[src/include/isa_status_defines.svh]
`ifndef ISA_STATUS_DEFINES_SVH
`define ISA_STATUS_DEFINES_SVH

// register byte offsets in register space
`define BUS_CONTROL_ADDR 16'h0116
`define CHIP_SELF_STATUS_ADDR 16'h0136
`define BUS_STATUS_ADDR 16'h0138
`define RX_DMA_OFFSET_ADDR 16'h0026

// fixed identifier patterns in bits 5..0
`define SELF_STATUS_ID 6'h16
`define BUS_CONTROL_ID 6'h17
`define BUS_STATUS_ID 6'h18
`define BUS_CONTROL_RESET 16'h0017

// chip_self_status fields
`define SS_LOW_SUPPLY 6
`define SS_INIT_DONE 7
`define SS_SI_BUSY 8
`define SS_NVM_PRESENT 9
`define SS_NVM_GOOD 10
`define SS_EXT_DEC 11
`define SS_NVM_SIZE 12

// bus_control fields
`define BC_RX_DMA_RESET 6
`define BC_DMA_EXTEND 8
`define BC_USE_SA 9
`define BC_MEM_EN 10
`define BC_BURST 11
`define BC_RDY_DIS 12
`define BC_RING64 13
`define BC_IRQ_EN 15

// bus_status fields
`define BS_BID_ERR 7
`define BS_RDY_NOW 8

// transmit bid limits in bytes
`define BID_LIMIT_CRC 16'd1514
`define BID_LIMIT_ANY 16'd1518

// ring masks for the receive offset pointer
`define RING16_MASK 16'h3fff
`define RING64_MASK 16'hffff
`define DMA_WORD_BYTES 16'h0002

// dma pacing times and clock period in ns
`define CLK_PERIOD_NS 8
`define BURST_MAX_NS 28000
`define BUS_GAP_NS 1300
`define BURST_CYC ((`BURST_MAX_NS) / (`CLK_PERIOD_NS))
`define GAP_CYC (((`BUS_GAP_NS) + (`CLK_PERIOD_NS) - 1) / (`CLK_PERIOD_NS))
`define PACE_W 12
`define WORDS_W 12

`endif

[src/include/isa_status_pkg.sv]
`include "isa_status_defines.svh"

package isa_status_pkg;

    typedef enum logic [1:0] {
        PACE_IDLE,
        PACE_REQ,
        PACE_GAP
    } pace_state_e;

    typedef struct packed {
        pace_state_e state;
        logic [`PACE_W-1:0] cnt;
        logic ior_prev;
    } pace_s;

    typedef struct packed {
        logic [15:0] rdata;
        logic dma_extend;
        logic use_sa;
        logic mem_en;
        logic burst;
        logic rdy_dis;
        logic ring64;
        logic irq_en;
        logic sampled;
        logic present;
        logic bid_err;
        logic [15:0] offset;
        logic rx_reset;
        logic ior_prev;
    } regs_s;

endpackage

[src/rtl/isa_bus_self_status_regs.sv]
// How it works
// - self status read returns pattern 010110 in bits 5..0.
// - init-done flag set only once initialisation and nvm readout finish.
// - serial busy flag mirrors the nvm chip-select output exactly.
// - nvm-present flag captured from nvm data pin right after reset.
// - checksum-good flag set when nvm readout checksum is correct.
// - external-decoder flag set when external address latch logic is detected.
// - size flag valid only with present and good; set means 64 words.
// - rx dma reset ends dma, clears rx buffers, zeroes offset pointer.
// - with extend, request drops on falling edge of the final read strobe.
// - demand mode by default; extend selects single-transfer mode.
// - use-system-address gates memcs16 on address match, else chip select alone.
// - memcs16 enabled only in memory mode with memory enable set.
// - memory enable permits memory-mode access; io mode always available.
// - burst limit caps a dma access at 28us, then 1.3us release.
// - ready disable set: ready pin never driven, left floating.
// - ready pin only extends io reads and memory reads, never dma.
// - ring size control picks 64K or 16K host ring.
// - interrupt enable gates every interrupt; clear means none.
// - bus status read returns pattern 011000 in bits 5..0.
// - bid error on oversize frames: over 1514 with crc, over 1518 always.
// - ready-for-transmit-now is pollable and raises no interrupt.
// - crc inhibit suppresses crc append and relaxes the bid limit.
`timescale 1ns/100ps
`default_nettype none

module isa_bus_self_status_regs
    import isa_status_pkg::*;
(
    input wire logic clk,
    input wire logic rst_n,
    input wire logic ce,
    // register port
    input wire logic [15:0] reg_addr,
    input wire logic reg_wr,
    input wire logic reg_rd,
    input wire logic [15:0] reg_wdata,
    output logic [15:0] reg_rdata,
    // chip status inputs
    input wire logic init_complete,
    input wire logic low_supply_flag,
    input wire logic nvm_chip_select_out,
    input wire logic nvm_data_in_pin,
    input wire logic nvm_checksum_ok,
    input wire logic ext_decoder_detected,
    input wire logic nvm_is_64_words,
    // transmit bid
    input wire logic tx_bid_strobe,
    input wire logic [15:0] tx_bid_length,
    input wire logic crc_append_inhibit,
    input wire logic ready_for_transmit_now,
    // receive dma
    input wire logic rx_frame_pending,
    input wire logic [11:0] rx_words_left,
    input wire logic ior_n,
    input wire logic memr_n,
    input wire logic dma_acknowledge_in,
    output logic dma_request_out,
    output logic rx_dma_reset_pulse,
    output logic [15:0] rx_dma_offset,
    output logic rx_dma_ring64,
    output logic crc_append_enable,
    // memory decode
    input wire logic memory_mode,
    input wire logic chip_select_pin,
    input wire logic [7:0] sa_high,
    input wire logic [7:0] mem_base,
    output logic memory_access_ok,
    output logic memcs16_o,
    output logic memcs16_oe,
    // ready extension
    input wire logic slow_read,
    output logic iochrdy_o,
    output logic iochrdy_oe,
    // interrupt
    input wire logic irq_event,
    output logic irq_out
);

    // ============================================================
    // register state
    // ============================================================
    regs_s r, next_r;
    logic wr_ctl, rd_any, bid_bad, size_valid, nvm_checksum_good_q;
    logic [15:0] self_word, ctl_word, bst_word, ring_mask;

    assign wr_ctl = reg_wr && (reg_addr == `BUS_CONTROL_ADDR);
    assign rd_any = reg_rd;
    assign nvm_checksum_good_q = init_complete && nvm_checksum_ok;
    assign size_valid = r.present && nvm_checksum_good_q;

    // crc inhibit lets the frame carry four more bytes
    always_comb begin
        if (crc_append_inhibit) begin
            bid_bad = tx_bid_length > `BID_LIMIT_ANY;
        end else begin
            bid_bad = tx_bid_length > `BID_LIMIT_CRC;
        end
    end

    assign ring_mask = r.ring64 ? `RING64_MASK : `RING16_MASK;

    // ============================================================
    // read words
    // ============================================================
    always_comb begin
        self_word = '0;
        self_word[5:0] = `SELF_STATUS_ID;
        self_word[`SS_LOW_SUPPLY] = low_supply_flag;
        self_word[`SS_INIT_DONE] = init_complete;
        self_word[`SS_SI_BUSY] = nvm_chip_select_out;
        self_word[`SS_NVM_PRESENT] = r.present;
        self_word[`SS_NVM_GOOD] = nvm_checksum_good_q;
        self_word[`SS_EXT_DEC] = ext_decoder_detected;
        // size is forced clear when it would not mean anything
        self_word[`SS_NVM_SIZE] = size_valid && nvm_is_64_words;
    end

    always_comb begin
        ctl_word = '0;
        ctl_word[5:0] = `BUS_CONTROL_ID;
        ctl_word[`BC_DMA_EXTEND] = r.dma_extend;
        ctl_word[`BC_USE_SA] = r.use_sa;
        ctl_word[`BC_MEM_EN] = r.mem_en;
        ctl_word[`BC_BURST] = r.burst;
        ctl_word[`BC_RDY_DIS] = r.rdy_dis;
        ctl_word[`BC_RING64] = r.ring64;
        ctl_word[`BC_IRQ_EN] = r.irq_en;
    end

    always_comb begin
        bst_word = '0;
        bst_word[5:0] = `BUS_STATUS_ID;
        bst_word[`BS_BID_ERR] = r.bid_err;
        bst_word[`BS_RDY_NOW] = ready_for_transmit_now;
    end

    // ============================================================
    // next state
    // ============================================================
    always_comb begin
        next_r = r;
        next_r.rx_reset = 1'b0;
        next_r.ior_prev = ior_n;
        // strap catch: first enabled cycle after reset release
        if (!r.sampled) begin
            next_r.sampled = 1'b1;
            next_r.present = nvm_data_in_pin;
        end
        if (rd_any) begin
            case (reg_addr)
                `CHIP_SELF_STATUS_ADDR: next_r.rdata = self_word;
                `BUS_CONTROL_ADDR: next_r.rdata = ctl_word;
                `BUS_STATUS_ADDR: next_r.rdata = bst_word;
                `RX_DMA_OFFSET_ADDR: next_r.rdata = r.offset;
                default: next_r.rdata = '0;
            endcase
        end
        if (wr_ctl) begin
            next_r.dma_extend = reg_wdata[`BC_DMA_EXTEND];
            next_r.use_sa = reg_wdata[`BC_USE_SA];
            next_r.mem_en = reg_wdata[`BC_MEM_EN];
            next_r.burst = reg_wdata[`BC_BURST];
            next_r.rdy_dis = reg_wdata[`BC_RDY_DIS];
            next_r.ring64 = reg_wdata[`BC_RING64];
            next_r.irq_en = reg_wdata[`BC_IRQ_EN];
            // act-once: never stored, reads back zero
            next_r.rx_reset = reg_wdata[`BC_RX_DMA_RESET];
        end
        // a legal bid clears the error, an oversize one sets it
        if (tx_bid_strobe) begin
            next_r.bid_err = bid_bad;
        end
        // each completed dma read advances the pointer by one word inside the ring
        if (!r.ior_prev && ior_n && dma_acknowledge_in) begin
            next_r.offset = (r.offset + `DMA_WORD_BYTES) & ring_mask;
        end
        if (r.rx_reset) begin
            next_r.offset = '0;
        end
    end

    always_ff @(posedge clk or negedge rst_n) begin
        if (!rst_n) begin
            r <= '0;
            r.ior_prev <= 1'b1;
        end else if (ce) begin
            r <= next_r;
        end
    end

    // ============================================================
    // outputs
    // ============================================================
    assign reg_rdata = r.rdata;
    assign rx_dma_reset_pulse = r.rx_reset;
    assign rx_dma_offset = r.offset;
    assign rx_dma_ring64 = r.ring64;
    assign crc_append_enable = !crc_append_inhibit;

    dma_pacer u_pacer (
        .clk(clk),
        .rst_n(rst_n),
        .ce(ce),
        .frame_pending(rx_frame_pending),
        .abort(r.rx_reset),
        .dma_extend(r.dma_extend),
        .burst_limit(r.burst),
        .ior_n(ior_n),
        .dma_acknowledge_in(dma_acknowledge_in),
        .words_left(rx_words_left),
        .dma_request_out(dma_request_out)
    );

    assign memory_access_ok = memory_mode && r.mem_en;
    assign memcs16_oe = memory_access_ok;
    // pin level low means asserted; internal decode needs the base match too
    assign memcs16_o = r.use_sa ? !((sa_high == mem_base) && !chip_select_pin)
                                : chip_select_pin;

    // dma reads are never stretched since the controller cannot honour it
    assign iochrdy_o = 1'b0;
    assign iochrdy_oe = !r.rdy_dis && slow_read && !dma_acknowledge_in &&
                        (!ior_n || (!memr_n && memory_access_ok));

    assign irq_out = r.irq_en && irq_event;

    // ============================================================
    // checks
    // ============================================================
    property p_self_id;
        @(posedge clk) disable iff (!rst_n)
        (ce && reg_rd && reg_addr == `CHIP_SELF_STATUS_ADDR) |=> (reg_rdata[5:0] == `SELF_STATUS_ID);
    endproperty
    a_self_id: assert property (p_self_id) else $error("self status id wrong");

    property p_bst_id;
        @(posedge clk) disable iff (!rst_n)
        (ce && reg_rd && reg_addr == `BUS_STATUS_ADDR) |=> (reg_rdata[15:9] == 7'h00 &&
                                                            reg_rdata[5:0] == `BUS_STATUS_ID);
    endproperty
    a_bst_id: assert property (p_bst_id) else $error("bus status id or spare bits wrong");

    property p_busy;
        @(posedge clk) disable iff (!rst_n)
        (ce && reg_rd && reg_addr == `CHIP_SELF_STATUS_ADDR) |=>
            (reg_rdata[`SS_SI_BUSY] == $past(nvm_chip_select_out));
    endproperty
    a_busy: assert property (p_busy) else $error("busy flag does not follow chip select");

    property p_offset_zero;
        @(posedge clk) disable iff (!rst_n)
        (ce && wr_ctl && reg_wdata[`BC_RX_DMA_RESET]) ##1 ce |=> (rx_dma_offset == 16'h0000);
    endproperty
    a_offset_zero: assert property (p_offset_zero) else $error("rx reset did not zero pointer");

    property p_bid;
        @(posedge clk) disable iff (!rst_n)
        (ce && tx_bid_strobe && !crc_append_inhibit && tx_bid_length > `BID_LIMIT_CRC) |=> r.bid_err;
    endproperty
    a_bid: assert property (p_bid) else $error("oversize bid not flagged");

    property p_rdy_float;
        @(posedge clk) disable iff (!rst_n)
        r.rdy_dis |-> !iochrdy_oe;
    endproperty
    a_rdy_float: assert property (p_rdy_float) else $error("ready driven while disabled");

    property p_memcs_en;
        @(posedge clk) disable iff (!rst_n)
        memcs16_oe |-> (memory_mode && r.mem_en);
    endproperty
    a_memcs_en: assert property (p_memcs_en) else $error("memcs16 enabled outside memory mode");

    property p_irq_gate;
        @(posedge clk) disable iff (!rst_n)
        (!r.irq_en) |-> !irq_out;
    endproperty
    a_irq_gate: assert property (p_irq_gate) else $error("interrupt while disabled");

    property p_size;
        @(posedge clk) disable iff (!rst_n)
        (ce && reg_rd && reg_addr == `CHIP_SELF_STATUS_ADDR && !r.present) |=> !reg_rdata[`SS_NVM_SIZE];
    endproperty
    a_size: assert property (p_size) else $error("size flag shown without nvm");

    property p_ctl_id;
        @(posedge clk) disable iff (!rst_n)
        (ce && reg_rd && reg_addr == `BUS_CONTROL_ADDR) |=> (reg_rdata[6:0] == {1'b0, `BUS_CONTROL_ID});
    endproperty
    a_ctl_id: assert property (p_ctl_id) else $error("bus control id wrong");

    property p_req_abort;
        @(posedge clk) disable iff (!rst_n)
        (ce && r.rx_reset) |=> !dma_request_out;
    endproperty
    a_req_abort: assert property (p_req_abort) else $error("request kept after rx reset");

    property p_rdy_dma;
        @(posedge clk) disable iff (!rst_n)
        dma_acknowledge_in |-> !iochrdy_oe;
    endproperty
    a_rdy_dma: assert property (p_rdy_dma) else $error("dma read stretched");

    property p_irq_pass;
        @(posedge clk) disable iff (!rst_n)
        r.irq_en |-> (irq_out == irq_event);
    endproperty
    a_irq_pass: assert property (p_irq_pass) else $error("enabled interrupt lost");

    property p_bid_ok;
        @(posedge clk) disable iff (!rst_n)
        (ce && tx_bid_strobe && tx_bid_length <= `BID_LIMIT_CRC) |=> !r.bid_err;
    endproperty
    a_bid_ok: assert property (p_bid_ok) else $error("legal bid flagged");

    property p_bid_any;
        @(posedge clk) disable iff (!rst_n)
        (ce && tx_bid_strobe && tx_bid_length > `BID_LIMIT_ANY) |=> r.bid_err;
    endproperty
    a_bid_any: assert property (p_bid_any) else $error("bid over any limit not flagged");

    property p_memcs_sa;
        @(posedge clk) disable iff (!rst_n)
        (r.use_sa && !memcs16_o) |-> (sa_high == mem_base && !chip_select_pin);
    endproperty
    a_memcs_sa: assert property (p_memcs_sa) else $error("memcs16 without address match");

    property p_memcs_cs;
        @(posedge clk) disable iff (!rst_n)
        !r.use_sa |-> (memcs16_o == chip_select_pin);
    endproperty
    a_memcs_cs: assert property (p_memcs_cs) else $error("memcs16 not following chip select");

    property p_rdy_now;
        @(posedge clk) disable iff (!rst_n)
        (ce && reg_rd && reg_addr == `BUS_STATUS_ADDR) |=>
            (reg_rdata[`BS_RDY_NOW] == $past(ready_for_transmit_now));
    endproperty
    a_rdy_now: assert property (p_rdy_now) else $error("ready now flag wrong");

    property p_present_keep;
        @(posedge clk) disable iff (!rst_n)
        r.sampled |=> $stable(r.present);
    endproperty
    a_present_keep: assert property (p_present_keep) else $error("nvm present flag moved");

endmodule

`default_nettype wire

[src/rtl/dma_pacer.sv]
`timescale 1ns/100ps
`default_nettype none

module dma_pacer
    import isa_status_pkg::*;
(
    input wire logic clk,
    input wire logic rst_n,
    input wire logic ce,
    input wire logic frame_pending,
    input wire logic abort,
    input wire logic dma_extend,
    input wire logic burst_limit,
    input wire logic ior_n,
    input wire logic dma_acknowledge_in,
    input wire logic [`WORDS_W-1:0] words_left,
    output logic dma_request_out
);

    pace_s r, next_r;
    logic rd_fall, rd_rise, last_read;

    assign rd_fall = r.ior_prev && !ior_n && dma_acknowledge_in;
    assign rd_rise = !r.ior_prev && ior_n && dma_acknowledge_in;

    // extended mode drops on the final strobe's falling edge, else on the previous rising edge
    always_comb begin
        if (dma_extend) begin
            last_read = rd_fall && (words_left == `WORDS_W'(1));
        end else begin
            last_read = (rd_rise && (words_left == `WORDS_W'(2))) ||
                        (rd_fall && (words_left == `WORDS_W'(1)));
        end
    end

    always_comb begin
        next_r = r;
        next_r.ior_prev = ior_n;
        case (r.state)
            PACE_IDLE: begin
                next_r.cnt = '0;
                if (frame_pending && !abort) begin
                    next_r.state = PACE_REQ;
                end
            end
            PACE_REQ: begin
                // only limited bursts are timed, so an unlimited one never trips the cap
                if (burst_limit) begin
                    next_r.cnt = r.cnt + `PACE_W'(1);
                end
                if (abort || last_read) begin
                    next_r.state = PACE_IDLE;
                end else if (burst_limit && r.cnt == `PACE_W'(`BURST_CYC - 1)) begin
                    next_r.state = PACE_GAP;
                    next_r.cnt = '0;
                end
            end
            PACE_GAP: begin
                next_r.cnt = r.cnt + `PACE_W'(1);
                if (r.cnt == `PACE_W'(`GAP_CYC - 1)) begin
                    next_r.state = PACE_IDLE;
                end
            end
            default: begin
                next_r.state = PACE_IDLE;
            end
        endcase
    end

    always_ff @(posedge clk or negedge rst_n) begin
        if (!rst_n) begin
            r <= '{state: PACE_IDLE, cnt: '0, ior_prev: 1'b1};
        end else if (ce) begin
            r <= next_r;
        end
    end

    assign dma_request_out = (r.state == PACE_REQ);

    property p_burst_cap;
        @(posedge clk) disable iff (!rst_n)
        (r.state == PACE_REQ) |-> (r.cnt < `PACE_W'(`BURST_CYC));
    endproperty
    a_burst_cap: assert property (p_burst_cap) else $error("dma burst ran past limit");

    property p_gap_hold;
        @(posedge clk) disable iff (!rst_n)
        ($rose(r.state == PACE_GAP) && ce) |-> !dma_request_out [*8];
    endproperty
    a_gap_hold: assert property (p_gap_hold) else $error("request during release gap");

endmodule

`default_nettype wire

[config.mk]
export PLATFORM = sky130hd
export DESIGN_NAME = isa_bus_self_status_regs
export DESIGN_NICKNAME = d
export VERILOG_FILES = /design/src/include/isa_status_pkg.sv /design/src/rtl/isa_bus_self_status_regs.sv /design/src/rtl/dma_pacer.sv
export VERILOG_INCLUDE_DIRS = /design/src /design/src/include
export SDC_FILE = /design/constraint.sdc
export NUM_CORES = 1
export LEC_CHECK = 0
export BUFFER_PORTS_ARGS = -buffer_cell sky130_fd_sc_hd__buf_2
export CORE_MARGIN = 1.5
export CORE_UTILIZATION = 34
export CTS_CLUSTER_DIAMETER = 200
export DETAILED_ROUTE_END_ITERATION = 6
export SYNTH_ARGS = -nofsm -noshare
export SYNTH_HDL_FRONTEND = slang
export SYNTH_SLANG_ARGS = --single-unit
[constraint.sdc]
create_clock -name clk -period 2.41 [get_ports clk]
set_input_delay 0.1205 -clock clk [delete_from_list [all_inputs] [get_ports clk]]
set_output_delay 0.1205 -clock clk [all_outputs]
set_load 0.02 [all_outputs]
Yosys cells after proc, flatten, opt, wreduce, memory -nomap -nowiden
Index checks and enable logic that the tools add are counted.
{"block": "word_totals", "reg_bits": 58, "in_bits": 99, "out_inout_bits": 42}
{"block": "op_classes", "add_sub_neg": 2, "n_lt_le_gt_ge": 2, "eq_ne": 14, "mux": 16, "bitwise_logic": 2, "reduce_logical": 41}
{"op": "$pmux W16 S4", "count": 1}
{"op": "$eq A16 B9 Y1 const B", "count": 3}
{"op": "$mux W16", "count": 3}
{"op": "$pmux W12 S3", "count": 1}
{"op": "$gt A16 B11 Y1 const B", "count": 2}
{"op": "$mux W12", "count": 2}
{"op": "$logic_and A1 B1 Y1", "count": 19}
{"op": "$add A16 B2 Y16 const B", "count": 1}
{"op": "$and A16 B16 Y16", "count": 1}
{"op": "$eq A16 B6 Y1 const B", "count": 1}
{"op": "$mux W14", "count": 1}
{"op": "$add A12 B1 Y12 const B", "count": 1}
{"op": "$eq A12 B1 Y1 const B", "count": 1}
{"op": "$eq A12 B12 Y1 const B", "count": 1}
{"op": "$eq A12 B2 Y1 const B", "count": 1}
{"op": "$eq A12 B8 Y1 const B", "count": 1}
{"op": "$reduce_and A2 Y1", "count": 6}
{"op": "$logic_not A1 Y1", "count": 9}
{"op": "$eq A8 B8 Y1", "count": 1}
{"op": "$mux W2", "count": 3}
{"op": "$pmux W2 S3", "count": 1}
{"op": "$mux W1", "count": 4}
{"op": "$ne A2 B1 Y1 const B", "count": 2}
{"op": "$reduce_and A4 Y1", "count": 1}
{"op": "8 further kinds", "count": 10}

Longest topological paths before layout
Gate-level depths: netlist of the first run.
{"block": "logic_depth", "ltp_word": 9, "mapped_depth": 8}

Modules after synthesis
Synthesis of the first run repeated with hierarchy kept, for this count alone.
{"block": "unflattened", "hier_cells": 429, "hier_area_um2": 3752.3}
{"module": "isa_bus_self_status_regs", "n_inst": 1, "cells_each": 287, "area_each_um2": 2591.2, "seq_area_each_um2": 1077.3}
{"module": "dma_pacer", "n_inst": 1, "cells_each": 142, "area_each_um2": 1161.1, "seq_area_each_um2": 376.6}

Worst setup path after synthesis of the first run
OpenSTA, ideal clock, no wires.
{"block": "synth_path", "path_kind": "register to register", "from": "reg u_pacer.r[5] (netlist bit)", "to": "reg u_pacer.r[11] (netlist bit)", "setup_ns": 0.130, "arrival_ns": 1.842, "path_slack_ns": 0.438, "path_stages_with_launch": 6, "path_buffers": 0, "period_less_slack_ns": 1.972, "cell_sequence": "dfrtp_1 -> or4b_4 -> nor4_4 -> o2111ai_4 -> a41oi_1 -> o31ai_1"}
{"block": "synth_between", "elab_chain_cells": 5}
{"element": "from (decl)", "line": "dma_pacer.sv:20", "rtl": "pace_s r, next_r;"}
{"element": "from (signal assigned)", "line": "dma_pacer.sv:72", "rtl": "r <= '{state: PACE_IDLE, cnt: '0, ior_prev: 1'b1};"}
{"element": "from (signal assigned)", "line": "dma_pacer.sv:74", "rtl": "r <= next_r;"}
{"element": "$add A12 B1 Y12 or $eq A12 B12 Y1 (tied branches)", "line": "dma_pacer.sv:49, dma_pacer.sv:59, dma_pacer.sv:53"}
{"element": "$mux W12 or $logic_and A1 B1 Y1 (tied branches)", "line": "dma_pacer.sv:48, dma_pacer.sv:53"}
{"element": "$mux W14", "line": "dma_pacer.sv:53", "rtl": "end else if (burst_limit && r.cnt == `PACE_W'(`BURST_CYC - 1)) begin"}
{"element": "$mux W12", "line": "dma_pacer.sv:51", "rtl": "if (abort || last_read) begin"}
{"element": "$pmux W12 S3 (*)", "line": "dma_pacer.sv:39", "rtl": "case (r.state)"}
Every way passes the cells marked *; elsewhere a longest branch is shown, timed or not. The select of a mux whose other input is x is not followed.
A chain may end at the register's enable or synchronous reset.

Final worst setup path of the first run
{"block": "layout_path", "from": "reg u_pacer.r[5] (netlist bit)", "to": "reg u_pacer.r[12] (netlist bit)"}
The elaborated chain is that of the path after synthesis.

==> flow_summary.json, run 1 <==
{
  "status": "complete, no violations",
  "grt_start_max_net_pins": 31,
  "cp_max_fo": 9,
  "finalNonFillerCells": 654,
  "cpPeakStageDelay_ns": 0.59,
  "max-vdd-ir-drop_v": 0.0003029,
  "rr_startpoint": "u_pacer.r[5]",
  "num_antenna_cells": 0,
  "drt_pass1_iterations": 5,
  "fmax_mhz": 446.7,
  "gp_congestion": 0.8642,
  "viasPerCell": 5.190,
  "path_clk_slew_ns": 0.07,
  "drc": 0,
  "wl_met1_um": 4434,
  "grt_pass1_vias": 3245,
  "synth-edff-count": 0,
  "htree_levels": 3,
  "final_cell_area_um2": 4512,
  "max-slew-margin-rel": 0.5243,
  "end_kind": "flip-flop",
  "hold_end": "r[19]",
  "post_cts_resized": 0,
  "yosysWarningCount": 0,
  "rr_endpoint": "u_pacer.r[12]",
  "setup-tns-final_ns": 0,
  "io_buffers": 130,
  "wl_met2_um": 4840,
  "pwr_density_cell_nw_per_um2": 586.7,
  "worstPathCellList": "or4b_4 > nor4_4 > o2111ai_4 > nand2_1 > o211ai_1",
  "grt_pass1_wl_um": 16060,
  "yosysTopAreaCell": "dfrtp_1",
  "r2r_slack_ns": 0.17,
  "holdBufCountCts": 2,
  "grt.total_usage": 0.1831,
  "post_cts_buffers": 0,
  "grt-ovfl-total": 0,
  "synth_cell_types": 59,
  "timing.max_cap.violations": 0,
  "finalClockSkew_ns": 0.007221,
  "synthTopCellsByCount": "56 x dfrtp_1, 47 x nand2_1, 34 x buf_4",
  "rsz0062_at_grt": "no",
  "drive_above_1_share": 0.3494,
  "antenna_left": 0,
  "synth_top_area_frac": 0.3867,
  "drtIter0Drc": 185,
  "start_util": 0.3510,
  "synth_most_common_cell": "dfrtp_1",
  "numCtsBuffers": 9,
  "dp_cells": 636,
  "setup_viol": 0,
  "criticalPathCategory": "flip-flop to flip-flop",
  "fp.dieH_um": 106.2,
  "area_growth_pct": 24.52,
  "die_w_um": 106.2,
  "crit_arrival_ns": 2.44,
  "holdCritStartpoint": "nvm_data_in_pin",
  "cp_top_family": "simple AND/OR/NAND/NOR gates",
  "ys_seq_area_frac": 0.3940,
  "ys.flop_type": "dfrtp_1",
  "vias": 3394,
  "rows": 37,
  "startpoint_type": "flip-flop",
  "syn_avg_cell_area_um2": 9.081,
  "crit_path_top_delay_cell": "or4b_4",
  "fin_crit_ns": 2.239,
  "worst-r2r-cell-count": 5,
  "top_layer": "met4",
  "clock_path_buffers": 2,
  "finalNetCount": 619,
  "clk_latency_ns": 0.34,
  "dr_wl_met3_um": 681,
  "die-area_um2": 11290,
  "synth.area.top_cells": "dfrtp_1 39%, buf_4 7.0%, nand2_1 4.9%, o21ai_0 4.3%, mux2_2 4.0%",
  "syn_area_um2": 3623,
  "required_ns": 2.62,
  "finalHoldViolCount": 0,
  "hold_depth": 3,
  "period_share": 0.9289,
  "synthCells": 399,
  "hpwl_um": 7860,
  "worst_pin_slew_ns": 0.7136,
  "cts_num_sinks": 57,
  "core_um2": 10320,
  "cts_tree": "yes",
  "leakage_nw": 2.133,
  "cp_num_buf_inv": 0,
  "report.final.slew_viol_count": 0,
  "wire_per_inst_um": 15.34,
  "antenna_found_initial": 0,
  "root_buffer": "clkbuf_8",
  "ys_ff_latch": 57,
  "hp-class": "input port to flip-flop",
  "drt-total-wl_um": 10030,
  "placed_area_um2": 4249,
  "async_flop_share": 1.000,
  "ios": 141
}
[per-layer routing]
layer / up-vias / GRT usage
met1: 1605 / 0.2345
met2: 140 / 0.3124
met5: - / 0
li1: 1643 / -
met4: 0 / 0.05792
met3: 6 / 0.03250
[worst max path at each step]
| stage | from | endpoint | slack (ns) | depth (start not counted) |
|---|---|---|---|---|
| after floorplan | u_pacer.r[5] | u_pacer.r[11] | 0.44 | 5 |
| after global placement | u_pacer.r[5] | u_pacer.r[12] | 0.23 | 5 |
| after detailed placement | u_pacer.r[5] | u_pacer.r[12] | 0.20 | 5 |
| after CTS | u_pacer.r[5] | u_pacer.r[12] | 0.19 | 5 |
| after global routing | u_pacer.r[5] | u_pacer.r[12] | 0.03 | 5 |
| final | u_pacer.r[5] | u_pacer.r[12] | 0.17 | 5 |
[power by group]
part | leakage (nW) | total [W] | switching (W) | internal (W)
Sequential | 0.775 | 0.00104 | 0.0000501 | 0.000994
Combinational | 1.23 | 0.000494 | 0.000290 | 0.000204
Clock | 0.126 | 0.00111 | 0.000399 | 0.000710
[worst register-to-register path, cell delays in order (launching register included)]
cell       delay [ns]
dfrtp_1          0.45
or4b_4           0.59
nor4_4           0.41
o2111ai_4        0.27
nand2_1          0.27
o211ai_1         0.13
[sequential cells by signal (all words and copies together), names as in the netlist]
| name | flops |
|---|---|
| bst_word | 1 |
| u_pacer.r | 15 |
| rx_dma_ring64 | 1 |
| reg_rdata | 16 |
| r | 2 |
| ctl_word | 6 |
| rx_dma_offset | 15 |
| rx_dma_reset_pulse | 1 |
[logic make-up (layout without fill, tap and decap cells)]
kind of cell / count (synthesis) / count (layout) / share of synthesized area
and+or+nand+nor: 147 / 147 / 0.2258
AOI/OAI and AO/OA: 92 / 92 / 0.1616
buffers and inverters: 60 / 178 / 0.09945
DFF: 57 / 57 / 0.3940
xor gates and xnor gates: 21 / 21 / 0.05076
muxes: 14 / 14 / 0.04316
adders and majority gates: 7 / 7 / 0.02417
other: 1 / 2 / 0.001035
[final cells by class]
cell class              count  area [um2]
repair buffers            145       768.2
flip-flops and latches     57        1428
clock buffers              10       137.6
inverters                  17       63.81
clock inverters             6       105.1
well taps                 136       170.2
fillers                  1043        5812
multi-input cells         283        1839
[cell usage in the layout, fill, tap and decap left out, types with 3 or more instances in the layout]
cell and instances:
o21ai_0 31, dfrtp_1 56, or3_1 4, nand4b_1 3, nor2_1 20, and2_1 4, bufinv_16 3, ha_1 7
buf_4 13, or4_1 3, a41oi_1 3, nand3_1 16, a31oi_1 7, nor3_1 5, xnor2_1 13, and3_1 5
nand2_1 47, mux2_2 13, xor2_1 8, a21oi_1 23, a22oi_1 5, clkinv_2 3, inv_1 17, nor4_1 6
nor2b_1 3, nand4_1 14, buf_2 130, clkbuf_8 10
[metrics by stage]
step | hold WS, ns | worst slack (ns) | utilization | power, W
6_report | 0.007397 | 0.1714 | 0.4370 | 0.002647
5_1_grt | 0.003568 | 0.03203 | 0.4370 | 0.002765
4_1_cts | 0.0003852 | 0.1867 | 0.4370 | 0.002670
3_5_place_dp | 0.2133 | 0.2021 | 0.4116 | 0.001555
3_3_place_gp | 0.2204 | 0.2324 | 0.4116 | 0.001552
2_1_floorplan | -0.1751 | 0.4385 | - | 0.001374
(Power assumes the default switching activity.)
==> run 2: changes to the inputs <==
==> constraint.sdc (replaced) <==
create_clock -name clk -period 1.95 [get_ports clk]
set_input_delay 0.0975 -clock clk [delete_from_list [all_inputs] [get_ports clk]]
set_output_delay 0.0975 -clock clk [all_outputs]
set_load 0.02 [all_outputs]
==> run 2 against run 1 <==
Against the previous run: die area stayed put; clock-buffer cell count is 2 higher; hold slack improved by 0.062 ns; first-iteration DRC count fell by 8.6%; power increased by 25%; clock power increased by 18%; critical path depth grew 2; clock skew about the same.
==> flow_summary.json, run 2 (synthesized netlist as in run 1, its figures left out) <==
{
  "numCtsBuffers": 9,
  "final_cell_area_um2": 4878,
  "wl_met2_um": 5324,
  "num_antenna_cells": 0,
  "drt_pass1_iterations": 5,
  "criticalPathCategory": "flip-flop to flip-flop",
  "fin_crit_ns": 1.946,
  "seq_power_share": 0.387,
  "final_common_cell": "buf_2",
  "grt_pass1_vias": 3551,
  "hpwl_um": 8317,
  "required_ns": 2.18,
  "clkPwrFrac": 0.396,
  "hp-class": "input port to flip-flop",
  "final_cell_mix": "130 x buf_2, 56 x dfrtp_1, 46 x nand2_1, 42 x buf_4, 29 x o21ai_0",
  "gp_congestion": 0.8717,
  "worst-r2r-cell-count": 7,
  "viasPerCell": 5.196,
  "finalClockSkew_ns": 0.007230,
  "pwr_density_cell_nw_per_um2": 678.1,
  "drtIter0Drc": 169,
  "max-slew-margin-rel": 0.6346,
  "leakage_nw": 2.329,
  "r2r_slack_ns": 0.004,
  "clock_path_buffers": 2,
  "end_kind": "flip-flop",
  "period_share": 0.9980,
  "area_growth_pct": 34.63,
  "grt.total_usage": 0.1951,
  "wl_met1_um": 4524,
  "switching_share": 0.2812,
  "rr_endpoint": "u_pacer.r[13]",
  "cp_max_fo": 3,
  "core_um2": 10320,
  "rr_startpoint": "u_pacer.r[1]",
  "startpoint_type": "flip-flop",
  "htree_levels": 3,
  "top_layer": "met4",
  "largest_reg_flops": 16,
  "clk_latency_ns": 0.34,
  "antenna_found_initial": 0,
  "worst_pin_slew_ns": 0.5481,
  "cts_num_sinks": 57,
  "fp.dieH_um": 106.2,
  "antenna_left": 0,
  "fmax_mhz": 513.9,
  "grt_start_max_net_pins": 27,
  "setup-tns-final_ns": 0,
  "drc": 0,
  "path_clk_slew_ns": 0.06,
  "dr_wl_met3_um": 743,
  "rows": 37,
  "io_buffers": 130,
  "crit_path_end": "u_pacer.r[13]",
  "netSwitchingPower_w": 0.0009304,
  "grt-ovfl-total": 0,
  "die-area_um2": 11290,
  "finalHoldViolCount": 0,
  "die_w_um": 106.2,
  "internal-power_w": 0.002378,
  "rsz0062_at_grt": "yes",
  "wire_per_inst_um": 15.43,
  "combPwrFrac": 0.217,
  "finalNetCount": 659,
  "finalPower_w": 0.003308,
  "drt-total-wl_um": 10710,
  "start_util": 0.3510,
  "max-vdd-ir-drop_v": 0.0002776,
  "crit_arrival_ns": 2.17,
  "placed_area_um2": 4457,
  "drive_above_1_share": 0.3889,
  "grt_pass1_wl_um": 17240,
  "worstSetupStartpoint": "u_pacer.r[1]",
  "status": "complete, no violations",
  "root_buffer": "clkbuf_8",
  "setup_viol": 0,
  "cts_tree": "yes",
  "finalCoreUtilization": 0.4725,
  "timing.max_cap.violations": 0,
  "report.final.slew_viol_count": 0,
  "vias": 3606,
  "ios": 141
}
[run 2: final cells by class]
cell class | instances | area (um2)
clock buffers | 12 | 165.2
clock inverters | 4 | 73.82
fillers | 989 | 5445
inverters | 17 | 63.81
multi-input cells | 284 | 1882
flip-flops and latches | 57 | 1428
well taps | 136 | 170.2
repair buffers | 184 | 1096
[run 2: power by group through the flow]
| stage | clock, W | combinational, W | sequential (W) |
|---|---|---|---|
| 6_report | 0.00131 | 0.000718 | 0.00128 |
| 3_3_place_gp | 0 | 0.000688 | 0.00130 |
| 2_1_floorplan | 0 | 0.000405 | 0.00129 |
| 3_5_place_dp | 0 | 0.000695 | 0.00130 |
| 5_1_grt | 0.00139 | 0.000791 | 0.00129 |
| 4_1_cts | 0.00134 | 0.000713 | 0.00128 |
[run 2: per-layer routing]
layer  vias to the layer above  GRT usage
li1                       1735          -
met1                      1709     0.2355
met2                       148     0.3419
met3                        14    0.05212
met4                         0    0.05116
met5                         -          0
[run 2: timing repair]
item,4_1_cts,5_1_grt
cloned,1,0
gates resized for setup,6,2
endpoints found under the setup margin,9,11
pin swaps,7,5
buffers inserted,2,2
hold buffers,10,1
endpoints found under the hold margin,29,1
[run 2: worst min path at each step]
stage	startpoint	endpoint	slack (ns)	cells past startpoint
3_5_place_dp	rst_n	reg_rdata[10]	0.11	1
4_1_cts	reg_wdata[11]	ctl_word[11]	0.005	2
5_1_grt	tx_bid_length[4]	bst_word[7]	0.07	3
2_1_floorplan	rst_n	bst_word[7]	-0.20	0
3_3_place_gp	rst_n	reg_rdata[10]	0.11	1
6_report	tx_bid_length[4]	bst_word[7]	0.07	3
[run 2: worst max-delay path: stages (launching register included)]
cell,delay (ns)
dfrtp_1,0.39
ha_2,0.21
nand4_1,0.15
nor4_4,0.07
buf_4,0.15
buf_4,0.13
o41ai_1,0.36
mux2_2,0.37
[run 2: metrics by stage]
stage          hold slack, ns  std cells  setup WS, ns
2_1_floorplan         -0.1981        400      -0.02153
3_3_place_gp           0.1062        662      -0.06948
3_5_place_dp           0.1057        662      -0.09120
4_1_cts              0.004805        691      -0.09413
5_1_grt               0.07090        694      -0.09046
6_report              0.06950        694      0.003928
==> run 3: changes to the inputs <==
--- a/config.mk
+++ b/config.mk
@@ -13,4 +13,5 @@
 export DETAILED_ROUTE_END_ITERATION = 6
 export SYNTH_ARGS = -nofsm -noshare
 export SYNTH_HDL_FRONTEND = slang
+export SYNTH_HIERARCHICAL = 1
 export SYNTH_SLANG_ARGS = --single-unit
==> run 3 against run 2 <==
Against the previous run: the run now ends with negative setup slack left; hold slack worse by 0.045 ns; clock skew grew 0.0045 ns; non-clock buffer count down 12; register-to-register slack worse by 0.07 ns; combinational power increased by 5.7%; synthesized cell count is 7.5% higher; sequential share of layout area is 0.86 points higher; global-route usage is essentially flat; sequential power is 5% higher; via count up 1.9%; largest cell class unchanged.
==> flow_summary.json, run 3 <==
{
  "synthCells": 429,
  "criticalPathCategory": "flip-flop to flip-flop",
  "grt-ovfl-total": 0,
  "ios": 141,
  "grt_start_max_net_pins": 38,
  "area_growth_pct": 28.61,
  "synth-edff-count": 0,
  "wire_per_inst_um": 15.06,
  "startpoint_type": "flip-flop",
  "drc": 0,
  "period_share": 1.032,
  "synth.area.top_cells": "dfrtp_1 37%, buf_4 6.8%, nand2_1 5.9%, nor2_1 3.3%, mux2_2 3.0%",
  "finalClockSkew_ns": 0.01174,
  "pre_cts_ws_ns": -0.09384,
  "io_buffers": 130,
  "grt_pass1_wl_um": 17800,
  "gp_congestion": 0.8787,
  "report.final.slew_viol_count": 0,
  "die-area_um2": 11680,
  "timing.max_cap.violations": 0,
  "syn_avg_cell_area_um2": 8.747,
  "finalPower_w": 0.003123,
  "yosysTopAreaCell": "dfrtp_1",
  "largest_reg_flops": 16,
  "fin_crit_ns": 2.013,
  "drt-total-wl_um": 10690,
  "yosysWarningCount": 6,
  "max-vdd-ir-drop_v": 0.0003637,
  "rsz0062_at_grt": "yes",
  "async_flop_share": 1.000,
  "grt_pass1_vias": 3641,
  "violations": "negative setup slack",
  "setup_ws_ns": -0.06271,
  "cts_tree": "yes",
  "ys_seq_area_frac": 0.3875,
  "final_common_cell": "buf_2",
  "worst_pin_slew_ns": 0.5301,
  "max-slew-margin-rel": 0.6466,
  "hpwl_um": 8270,
  "ys_ff_latch": 58,
  "die_w_um": 108.1,
  "hp-class": "input port to flip-flop",
  "rows": 38,
  "ys.flop_type": "dfrtp_1",
  "antenna_found_initial": 0,
  "synth_most_common_cell": "nand2_1",
  "viasPerCell": 5.175,
  "synth_cell_types": 65,
  "core_um2": 10790,
  "drtIter0Drc": 126,
  "drive_above_1_share": 0.3649,
  "finalCoreUtilization": 0.4471,
  "finalNetCount": 671,
  "required_ns": 2.18,
  "clock_path_buffers": 2,
  "end_kind": "flip-flop",
  "fmax_mhz": 496.8,
  "syn_area_um2": 3752,
  "root_buffer": "clkbuf_8",
  "pwr_density_cell_nw_per_um2": 647.2,
  "status": "complete, but fails checks",
  "setup_viol": 9,
  "vias": 3674,
  "cp_max_fo": 8,
  "final_cell_mix": "130 x buf_2, 59 x nand2_1, 56 x dfrtp_1, 33 x nor2_1, 31 x buf_4",
  "leakage_nw": 2.309,
  "placed_area_um2": 4503,
  "crit_arrival_ns": 2.25,
  "antenna_left": 0,
  "synthTopCellsByCount": "59 x nand2_1, 56 x dfrtp_1, 34 x buf_4",
  "drt_pass1_iterations": 4,
  "cts_num_sinks": 58,
  "path_clk_slew_ns": 0.07,
  "numCtsBuffers": 9,
  "num_antenna_cells": 0,
  "start_util": 0.3477,
  "finalHoldViolCount": 0,
  "synth_top_area_frac": 0.3735,
  "final_cell_area_um2": 4826,
  "fp.dieH_um": 108.1,
  "clk_latency_ns": 0.34,
  "htree_levels": 3,
  "grt.total_usage": 0.1950,
  "holdWs_ns": 0.02429
}
[run 3: cell count changes after synthesis, sizes merged, moves of 4 or more]
cell,previous run,this run
clkbuf,8,13
nand2,47,59
nor2,20,33
o21ai,33,24
a21oi,23,11
nand3,16,20
o22ai,1,5
and3,5,9
[run 3: report_power, final]
part / switching (W) / internal, W / leakage, nW
Combinational: 0.000437 / 0.000322 / 1.47
Sequential: 0.0000764 / 0.00127 / 0.754
Clock: 0.000521 / 0.000494 / 0.0847
[run 3: cell families after synthesis]
logic type | synth area share
buf+inv | 0.1024
mux | 0.03568
xor+xnor | 0.03968
simple gates | 0.2624
fa+ha+maj | 0.02601
flops | 0.3875
other cells | 0.0009994
compound gates | 0.1454
[run 3: path summary, 6_finish.rpt]
check / cells after the start / end / startpoint / slack (ns)
worst max-delay path: 6 / u_pacer/r[9] / u_pacer/r[7] / -0.06
max in group asynchronous: 3 / r[0] / rst_n / 1.04
min in group asynchronous: 2 / reg_rdata[0] / rst_n / 0.25
worst min-delay path: 3 / u_pacer/r[0] / ior_n / 0.02
worst min register to register: 2 / reg_rdata[14] / reg_rdata[14] / 0.47
worst max register to register: 6 / u_pacer/r[9] / u_pacer/r[7] / -0.06
[run 3: per-layer routing]
metal / vias to the layer above / track usage / routed length [um]
met2: 103 / 0.3345 / 5336
met5: - / 0 / 0
met4: 0 / 0.07143 / 223
li1: 1789 / - / -
met1: 1763 / 0.2427 / 4592
met3: 19 / 0.03797 / 540
[run 3: what timing repair did]
item / CTS / global route
setup buffers: 2 / 1
endpoints found under the setup margin: 11 / 13
resized for setup: 3 / 1
pin swaps: 8 / 6
hold buffers: 10 / 0
endpoints found under the hold margin: 30 / 0
[run 3: critical path: stages (launching register included)]
cell and delay, ns:
dfrtp_1 0.39, or4b_4 0.56, nor4_4 0.39, o211ai_4 0.22, buf_4 0.18, nand4_1 0.09, a21oi_1 0.07
[run 3: layout make-up]
| class | count | area [um2] |
|---|---|---|
| timing repair buffer | 172 | 1003 |
| tap | 140 | 175.2 |
| sequential | 58 | 1454 |
| clock inverter | 6 | 41.29 |
| multi-input combinational | 304 | 1939 |
| clock buffer | 10 | 137.6 |
| fill | 1074 | 5967 |
| inverter | 20 | 75.07 |
[run 3: metrics by stage]
step / TNS, ns / cells
5_1_grt: -1.072 / 710
3_5_place_dp: -0.6116 / 681
2_1_floorplan: 0 / 430
6_report: -0.3726 / 710
4_1_cts: -0.3440 / 709
3_3_place_gp: -0.2715 / 681
